[src/hdl/relay_io_pkg.sv]
// Purpose: shared constants for the relay output / isolated input port decode
// Assumes: 8-bit host data, 10-bit I/O address, 20 MHz core clock
// Notes: offsets are byte offsets from the jumper-selected base
package relay_io_pkg;
  // host bus shape
  localparam int unsigned ADDR_W = 10;
  localparam int unsigned DATA_W = 8;
  localparam int unsigned CHAN_N = 8;
  localparam int unsigned OFFS_W = 2;
  localparam int unsigned PORT_SPAN = 4; // bytes claimed by the block
  // register offsets
  localparam logic [1:0] OFFS_RELAY_CTRL = 2'h0;
  localparam logic [1:0] OFFS_INPUT_STATUS = 2'h1;
  localparam logic [1:0] OFFS_IRQ_STATUS = 2'h2;
  localparam logic [1:0] OFFS_RESERVED = 2'h3;
  // field positions
  localparam int unsigned EVENT_FLAG_POS = 0; // event flag bit in interrupt_status
  localparam int unsigned INPUT_IRQ_SRC = 0; // input that feeds the interrupt
  localparam int unsigned BASE_LSB = 2; // lowest address bit set by the jumpers
  // reset values
  localparam logic [7:0] RELAY_CTRL_RST = 8'h00;
  localparam logic [7:0] FACTORY_JUMPERS = 8'hC0; // positions one and two installed: base 0x300
  localparam logic [7:0] IRQ_STATUS_PAD = 8'h00;
  // interrupt request lines: 3,4,5,6,7,9 on the primary connector, 10,11,12,14,15 on the extension
  localparam int unsigned IRQ_LINES = 11;
  localparam logic [10:0] IRQ_UPPER_MASK = 11'h7C0;
  // input low-pass hold time
  localparam int unsigned CLK_HZ = 20000000;
  localparam int unsigned FILTER_HOLD_US = 25000;
  localparam int unsigned FILTER_HOLD_CYC = (CLK_HZ / 1000000) * FILTER_HOLD_US;
  localparam int unsigned FILTER_CNT_W = 20;
endpackage

[src/hdl/input_conditioner.sv]
// Purpose: synchronise the isolated inputs and apply the per-input low-pass hold
// Assumes: raw inputs are 1 while energized; switch bits are 1 when the filter is on
// Notes: a filtered input rises at once and falls only after a full hold time low
`timescale 1ns/1ns
`default_nettype none
module input_conditioner #(
  parameter logic [19:0] HOLD_CYCLES = 20'd500000
) (
  input wire logic clk,
  input wire logic arst_n,
  input wire logic [7:0] raw_in,
  input wire logic [7:0] filter_on,
  output logic [7:0] clean_out
);
  import relay_io_pkg::*;

  logic [7:0] meta_q;
  logic [7:0] sync_q;
  logic [7:0] fon_meta_q;
  logic [7:0] fon_q;
  logic [7:0] out_q, out_d;
  logic [FILTER_CNT_W-1:0] cnt_q [CHAN_N];
  logic [FILTER_CNT_W-1:0] cnt_d [CHAN_N];

  // per-input hold counter: reload while high, count down while low
  always_comb begin
    for (int i = 0; i < CHAN_N; i++) begin
      cnt_d[i] = cnt_q[i];
      out_d[i] = out_q[i];
      if (!fon_q[i]) begin
        cnt_d[i] = '0;
        out_d[i] = sync_q[i];
      end else if (sync_q[i]) begin
        cnt_d[i] = HOLD_CYCLES;
        out_d[i] = 1'b1;
      end else if (cnt_q[i] != '0) begin
        cnt_d[i] = cnt_q[i] - 20'd1;
      end else begin
        out_d[i] = 1'b0;
      end
    end
  end

  // two-flop synchronisers and filter state
  always_ff @(posedge clk or negedge arst_n) begin
    if (!arst_n) begin
      meta_q <= 8'h00;
      sync_q <= 8'h00;
      fon_meta_q <= 8'h00;
      fon_q <= 8'h00;
      out_q <= 8'h00;
      for (int i = 0; i < CHAN_N; i++) begin
        cnt_q[i] <= '0;
      end
    end else begin
      meta_q <= raw_in;
      sync_q <= meta_q;
      fon_meta_q <= filter_on;
      fon_q <= fon_meta_q;
      out_q <= out_d;
      for (int i = 0; i < CHAN_N; i++) begin
        cnt_q[i] <= cnt_d[i];
      end
    end
  end

  assign clean_out = out_q;
endmodule // input_conditioner
`default_nettype wire

[src/hdl/relay_input_io_port_decode.sv]
// Purpose: host I/O decode and register bank of an eight-relay, eight-input module
// Assumes: host strobes and address arrive asynchronously and are sampled at 20 MHz
// Notes: writes take effect at the trailing edge of the write strobe
`timescale 1ns/1ns
`default_nettype none
// What this block does
// Claims four consecutive I/O bytes at any four-byte aligned base.
// Base is the sum of installed jumper weights, 0x200 down to 0x004.
// Shipped jumper pattern gives base 0x300.
// Host should pick a base above 0x0ff clear of other hardware.
// Reads of write-only locations may return anything.
// Writes to read-only locations are harmless and have no effect.
// Offset 0 is the read/write relay control byte, bit n drives relay n.
// Offset 1 reads the present state of the eight inputs.
// Input 0 is the interrupt source; offset 2 reads its flag in bit 0.
// All relays are released while reset is asserted.
// Host data path is eight bits wide.
// Interrupt jumpers enable and pick the line; upper lines need the extension.
// Each filter switch enables a low-pass filter on its own input.
// A one energizes the relay, a zero releases it; reads return stored bits.
// Relay control clears to zero on reset.
// Input status bit is one while its input is energized.
// Selected only when address bits 9..2 match jumpers; bits 1..0 pick offset.
// Data bus driven only during a selected read.
module relay_input_io_port_decode #(
  parameter logic [19:0] FILTER_HOLD = 20'(relay_io_pkg::FILTER_HOLD_CYC)
) (
  input wire logic clk,
  input wire logic arst_n,
  input wire logic [relay_io_pkg::ADDR_W-1:0] sa,
  input wire logic aen,
  input wire logic ior_n,
  input wire logic iow_n,
  input wire logic [relay_io_pkg::DATA_W-1:0] sd_in,
  output logic [relay_io_pkg::DATA_W-1:0] sd_out,
  output logic sd_oe,
  input wire logic [7:0] base_address_jumpers,
  input wire logic [relay_io_pkg::IRQ_LINES-1:0] interrupt_select_jumpers,
  input wire logic extension_fitted,
  input wire logic [7:0] field_inputs,
  input wire logic [7:0] filter_switches,
  output logic [7:0] relay_drive,
  output logic [relay_io_pkg::IRQ_LINES-1:0] irq_out,
  output logic [relay_io_pkg::IRQ_LINES-1:0] irq_oe
);
  import relay_io_pkg::*;

  typedef enum logic [2:0] {
    ST_IDLE = 3'b001,
    ST_READ = 3'b010,
    ST_WRITE = 3'b100
  } cycle_e;

  // first and second stage of the host pin synchronisers
  logic [ADDR_W-1:0] sa_meta_q, sa_q;
  logic [DATA_W-1:0] sd_meta_q, sd_q;
  logic [3:0] ctl_meta_q, ctl_q; // aen, ior_n, iow_n, extension
  logic [7:0] jmp_meta_q, jmp_q;
  logic [IRQ_LINES-1:0] isel_meta_q, isel_q;

  // cycle tracking
  cycle_e state_q, state_d;
  logic [OFFS_W-1:0] offs_q, offs_d;
  logic [DATA_W-1:0] wdata_q, wdata_d;

  // register bank
  logic [7:0] relay_ctrl_q, relay_ctrl_d;
  logic event_flag_q, event_flag_d;
  logic in0_prev_q;
  logic [DATA_W-1:0] sd_out_q, sd_out_d;
  logic sd_oe_q, sd_oe_d;

  logic [7:0] input_state;
  logic aen_s, ior_s_n, iow_s_n, ext_s;
  logic hit;
  logic rd_done, wr_done;
  logic in0_rise;

  // address match against jumper pattern; position one carries the top weight
  function automatic logic addr_match(input logic [ADDR_W-1:0] a, input logic [7:0] j, input logic en_n);
    addr_match = !en_n && (a[ADDR_W-1:BASE_LSB] == j);
  endfunction

  // read mux for the implemented offsets
  function automatic logic [DATA_W-1:0] read_value(input logic [OFFS_W-1:0] o, input logic [7:0] ctrl,
                                                  input logic [7:0] ins, input logic flag);
    read_value = 8'h00;
    unique case (o)
      OFFS_RELAY_CTRL: read_value = ctrl;
      OFFS_INPUT_STATUS: read_value = ins;
      OFFS_IRQ_STATUS: read_value = IRQ_STATUS_PAD | (8'(flag) << EVENT_FLAG_POS);
      OFFS_RESERVED: read_value = 8'h00;
    endcase
  endfunction

  // input synchronising and low-pass filtering
  input_conditioner #(
    .HOLD_CYCLES(FILTER_HOLD)
  ) u_cond (
    .clk(clk),
    .arst_n(arst_n),
    .raw_in(field_inputs),
    .filter_on(filter_switches),
    .clean_out(input_state)
  );

  // two-flop synchronisers for every host-side pin and jumper
  always_ff @(posedge clk or negedge arst_n) begin
    if (!arst_n) begin
      sa_meta_q <= '0;
      sa_q <= '0;
      sd_meta_q <= 8'h00;
      sd_q <= 8'h00;
      ctl_meta_q <= 4'h7;
      ctl_q <= 4'h7;
      jmp_meta_q <= FACTORY_JUMPERS;
      jmp_q <= FACTORY_JUMPERS;
      isel_meta_q <= '0;
      isel_q <= '0;
    end else begin
      sa_meta_q <= sa;
      sa_q <= sa_meta_q;
      sd_meta_q <= sd_in;
      sd_q <= sd_meta_q;
      ctl_meta_q <= {extension_fitted, iow_n, ior_n, aen};
      ctl_q <= ctl_meta_q;
      jmp_meta_q <= base_address_jumpers;
      jmp_q <= jmp_meta_q;
      isel_meta_q <= interrupt_select_jumpers;
      isel_q <= isel_meta_q;
    end
  end

  assign aen_s = ctl_q[0];
  assign ior_s_n = ctl_q[1];
  assign iow_s_n = ctl_q[2];
  assign ext_s = ctl_q[3];
  assign hit = addr_match(sa_q, jmp_q, aen_s);

  // bus cycle tracker: latch offset and data while a selected strobe is low
  always_comb begin
    state_d = state_q;
    offs_d = offs_q;
    wdata_d = wdata_q;
    rd_done = 1'b0;
    wr_done = 1'b0;
    unique case (state_q)
      ST_IDLE: begin
        if (hit && !ior_s_n) begin
          state_d = ST_READ;
          offs_d = sa_q[OFFS_W-1:0];
        end else if (hit && !iow_s_n) begin
          state_d = ST_WRITE;
          offs_d = sa_q[OFFS_W-1:0];
          wdata_d = sd_q;
        end
      end
      ST_READ: begin
        if (ior_s_n) begin
          state_d = ST_IDLE;
          rd_done = 1'b1;
        end
      end
      ST_WRITE: begin
        if (iow_s_n) begin
          state_d = ST_IDLE;
          wr_done = 1'b1;
        end else begin
          wdata_d = sd_q; // follow data until the trailing edge
        end
      end
      default: state_d = ST_IDLE;
    endcase
  end

  always_ff @(posedge clk or negedge arst_n) begin
    if (!arst_n) begin
      state_q <= ST_IDLE;
      offs_q <= 2'h0;
      wdata_q <= 8'h00;
    end else begin
      state_q <= state_d;
      offs_q <= offs_d;
      wdata_q <= wdata_d;
    end
  end

  assign in0_rise = input_state[INPUT_IRQ_SRC] && !in0_prev_q;

  // register bank next state
  always_comb begin
    relay_ctrl_d = relay_ctrl_q;
    event_flag_d = event_flag_q;
    // only offset 0 stores; writes elsewhere are dropped
    if (wr_done && offs_q == OFFS_RELAY_CTRL) begin
      relay_ctrl_d = wdata_q;
    end
    // reading the status clears the flag; a new event in the same cycle wins
    if (rd_done && offs_q == OFFS_IRQ_STATUS) begin
      event_flag_d = 1'b0;
    end
    if (in0_rise) begin
      event_flag_d = 1'b1;
    end
    // drive data only while a selected read of an implemented offset is in progress
    sd_oe_d = (state_d == ST_READ) && (offs_d != OFFS_RESERVED);
    sd_out_d = read_value(offs_d, relay_ctrl_q, input_state, event_flag_q);
  end

  always_ff @(posedge clk or negedge arst_n) begin
    if (!arst_n) begin
      relay_ctrl_q <= RELAY_CTRL_RST;
      event_flag_q <= 1'b0;
      in0_prev_q <= 1'b0;
      sd_out_q <= 8'h00;
      sd_oe_q <= 1'b0;
    end else begin
      relay_ctrl_q <= relay_ctrl_d;
      event_flag_q <= event_flag_d;
      in0_prev_q <= input_state[INPUT_IRQ_SRC];
      sd_out_q <= sd_out_d;
      sd_oe_q <= sd_oe_d;
    end
  end

  // outputs
  assign relay_drive = relay_ctrl_q;
  assign sd_out = sd_out_q;
  assign sd_oe = sd_oe_q;
  // selected line carries the flag; upper lines only with the extension fitted
  assign irq_oe = isel_q & (ext_s ? {IRQ_LINES{1'b1}} : ~IRQ_UPPER_MASK);
  assign irq_out = irq_oe & {IRQ_LINES{event_flag_q}};
endmodule // relay_input_io_port_decode
`default_nettype wire

[config.mk]
export PLATFORM = sky130hd
export DESIGN_NAME = relay_input_io_port_decode
export DESIGN_NICKNAME = d
export VERILOG_FILES = /design/src/hdl/relay_io_pkg.sv /design/src/hdl/input_conditioner.sv /design/src/hdl/relay_input_io_port_decode.sv
export SDC_FILE = /design/constraint.sdc
export NUM_CORES = 1
export LEC_CHECK = 0
export BUFFER_PORTS_ARGS = -buffer_cell sky130_fd_sc_hd__buf_4
export CAP_MARGIN = 20
export CORE_AREA = 2 2 157 159
export DETAILED_ROUTE_END_ITERATION = 10
export DIE_AREA = 0 0 159 161
export GPL_ROUTABILITY_DRIVEN = 0
export GPL_TIMING_DRIVEN = 1
export PLACE_DENSITY = 0.76
export SLEW_MARGIN = 20
export SYNTH_ARGS = -nofsm -noshare
export SYNTH_HDL_FRONTEND = slang
export SYNTH_SLANG_ARGS = --single-unit
[constraint.sdc]
create_clock -name clk -period 2.22 [get_ports clk]
set_input_delay 0.111 -clock clk [delete_from_list [all_inputs] [get_ports clk]]
set_output_delay 0.111 -clock clk [all_outputs]
set_load 0.03 [all_outputs]
==> summary.txt <==
Route
  • DRC viols: 0
  • DRT Pass-1 Iters: 4
  • Total wire length: 26.9 mm
  • Iter 0 DRT Violations: 556
  • ANT nets after route: 0
  • Drt wl/cell: 15.7 um
  • Via count: 9041
  • Vias per cell: 5.27

CTS
  • CTS Buffer Depth: 3
  • Root Buffer Master: clkbuf_16
  • H-tree depth: 2
  • Clock slew at reported path FFs: 60 ps
  • CTS tree: yes
  • Skew-Pair Late Insertion Delay: 510 ps
  • Clock tree sinks: 314
  • Total CTS buffers: 34

Cells and area
  • Final nets: 1435
  • Fillcell total: 1659
  • Non-Filler Instances: 1716
  • Fin util: 70.2%
  • Reg area: 7870 sq um
  • Multi-input gate area in the final layout: 5090 sq um
  • Layout cell share with drive strength beyond 1: 26.7%
  • Area Growth Syn to Fin: 31.8%
  • Ant. Diodes: 0

Yosys
  • Synth Area in XOR/XNOR: 9.12%
  • Fraction of registers with async set/reset: 100%
  • Area leader, netlist: dfrtp_1
  • Yosys warnings: 0
  • Count leader, synth: dfrtp_1
  • Seq cells post-synth: 314
  • Mapped Nets: 1169
  • Synthesized area per cell: 11.6 sq um
  • Syn Std Cell Area: 12800 sq um
  • Seq/Total Area, Yosys: 61.6%
  • Main combinational cell family by area after synthesis: simple AND/OR/NAND/NOR gates
  • Syn Inst Count: 1102
  • Mux cell area share after synthesis: 2.79%
  • Post-synth EDFFs: 0
  • Synth cell count leaders: 303 x dfrtp_1, 153 x nor2_1, 82 x xnor2_1, 64 x a21oi_1, 58 x nand2_1
  • Synth area leaders: dfrtp_1 59%, xnor2_1 5.6%, nor2_1 4.5%
  • Yosys top cell area share: 59.4%
  • Post-Synth Simple-Gate Area: 18.6%
  • Synth Flop Type: dfrtp_1
  • Synth Area in Compound Gates: 5.16%
  • Post-Synth Adder-Cell Area: 0.784%
  • Yosys cell types: 58

STA
  • FMAX: 0.430 GHz
  • Unrepaired setup endpoints after global routing: yes
  • Clk_skew: 9.01 ps
  • Post-layout minimum cycle time: 2330 ps
  • Rel. slew slack: 64.2%
  • Hold Fails Final Rpt: 0
  • Final setup vio count: 18
  • Slew @ Worst Pin: 537 ps
  • Setup WS post-layout: -106 ps
  • Max Slew Vio Count: 0
  • Final worst path period share: 105%

Power and ir drop
  • Switching fraction of total power: 25.8%
  • Power Internal: 11200 uW
  • P per Cell Area: 894 nW/um^2
  • Clock power frac: 39.8%
  • Power share of the combinational group: 17.3%
  • Sequential Power Share: 42.9%
  • Worst vdd ir: 0.620 mV
  • NetSw: 3890 uW
  • Leakage: 0.00766 uW

Floorplanning
  • Die height: 161 um
  • Io pins: 98
  • Core area: 24000 sq um
  • Full die area: 25600 sq um
  • Starting Density: 53.3%
  • DIE WIDTH: 159 um
  • Cell Rows: 57

Flow run
  • MaxCap Viol Count: 0

Status
  • Failing checks: setup timing
  • Status: finished with violations

Global routing
  • Total gr overflow: 0
  • Global-route wire length before repair: 44.0 mm
  • Gr usage total: 20.8%
  • Largest net degree at the start of global routing: 76
  • Antenna violations before repair: 0
  • Number of global-route vias before repair: 9134

Worst setup path
  • WP data required: 2630 ps
  • Startpoint types: flop
  • Crit Path Category: flop to flop
  • Arr. time, crit path: 2740 ps
  • Reg2Reg Depth: 8
  • CP endpoint kind: flop
  • Critical path fanouts, max: 3

Place
  • Final HPWL DP: 16.8 mm
  • PortBufs: 97
  • Dpl ws: -171 ps
  • Placed cell count: 1580

Hold path
  • Tightest Hold Check Type: input pin to asynchronous set/reset pin
## layout by cell type (no fill, tap or decap), drive strengths merged, types with 11 or more instances in the layout
cell type,synthesis,layout
nand2,58,58
mux2i,15,15
nand3b,13,13
xor2,51,51
mux2,18,18
a21oi,64,64
xnor2,82,82
or3,26,26
clkbuf,19,45
o21ai,17,17
dlygate4sd3,0,58
nor3,43,43
nor2,153,153
inv,26,27
or4,18,18
dfrtp,303,303
nand3,23,23
dfstp,11,11
nor4,39,39
nor2b,15,15
and2,12,12
clkinv,6,14
buf,7,198
## through the flow
step	TNS [ps]	power, uW	hold slack (ps)	cell area, sq um
global placement	-1090	8690	74.6	14500
CTS	-161	14900	147	16400
floorplan	0	7960	-185	12800
global route	-3690	15700	170	16800
detailed placement	-2770	8770	78.7	14500
finish	-1030	15000	119	16800
## worst max-delay path: stages, from the launching register on
cell and delay [ps]:
dfrtp_1 420, inv_2 110, ha_4 150, or3b_4 390
nor4_4 170, inv_1 100, or4_4 520, buf_4 170
a211oi_2 220
## kinds of logic after synthesis
| logic type | after synthesis |
|---|---|
| simple gates | 446 |
| flops | 314 |
| xor+xnor | 133 |
| compound gates | 110 |
| buf+inv | 58 |
| mux | 33 |
| fa+ha+maj | 8 |
## routing by layer
layer / GRT usage, % / up-vias / part of all wire, %
met5: 0 / - / 0
met4: 6.98 / 0 / 3.0
met3: 3.18 / 72 / 3.8
met2: 35.3 / 187 / 51
met1: 27.7 / 4471 / 43
li1: - / 4311 / -
## sequential cells by signal (all words and copies together), names as in the netlist, 2 cells and up
signal and count:
u_cond.sync_q 8, u_cond.fon_q 8, isel_meta_q 11, u_cond.cnt_q 160
u_cond.meta_q 8, ctl_q 4, offs_q 2, sa_q 10
jmp_q 8, u_cond.clean_out 8, sd_meta_q 8, sd_out 8
relay_drive 8, wdata_q 8, state_q 3, sa_meta_q 10
ctl_meta_q 4, sd_q 8, jmp_meta_q 8, u_cond.fon_meta_q 8
isel_q 11
## what timing repair did
item / CTS / global route
setup buffers: 7 / 11
pin swaps: 10 / 24
hold buffers: 58 / 0
gates cloned: 0 / 1
gates resized for setup: 21 / 62
endpoints found under the hold margin: 208 / 0
setup endpoints to repair: 37 / 115
## cell type report
type                       count  share of cell area (%)
clock inverter                15                    1.36
inverter                      32                   0.714
multi-input combinational    730                    30.3
clock buffer                  45                    5.73
timing repair buffer         256                    12.7
sequential                   314                    46.8
tap                          324                    2.41
## power groups by stage
stage | sequential, uW | clock, uW | combinational [uW]
after floorplan | 6470 | 0 | 1480
after global placement | 6510 | 0 | 2190
after detailed placement | 6520 | 0 | 2240
after CTS | 6430 | 6090 | 2400
after global routing | 6500 | 6360 | 2870
final | 6460 | 5990 | 2600
## path summary, 6_finish.rpt
kind	startpoint	end	slack, ps
min reg2reg	u_cond.fon_meta_q[2]$_DFF_PN0_	u_cond.fon_q[2]$_DFF_PN0_	340
min	arst_n	u_cond.cnt_q[83]$_DFFE_PN0P_	120
min in group clk	sd_in[0]	sd_meta_q[0]$_DFF_PN0_	250
max in group asynchronous	arst_n	jmp_q[6]$_DFF_PN1_	1290
max reg2reg	u_cond.cnt_q[100]$_DFFE_PN0P_	u_cond.cnt_q[101]$_DFFE_PN0P_	-110
max	u_cond.cnt_q[100]$_DFFE_PN0P_	u_cond.cnt_q[101]$_DFFE_PN0P_	-110
(Power assumes the default switching activity.)
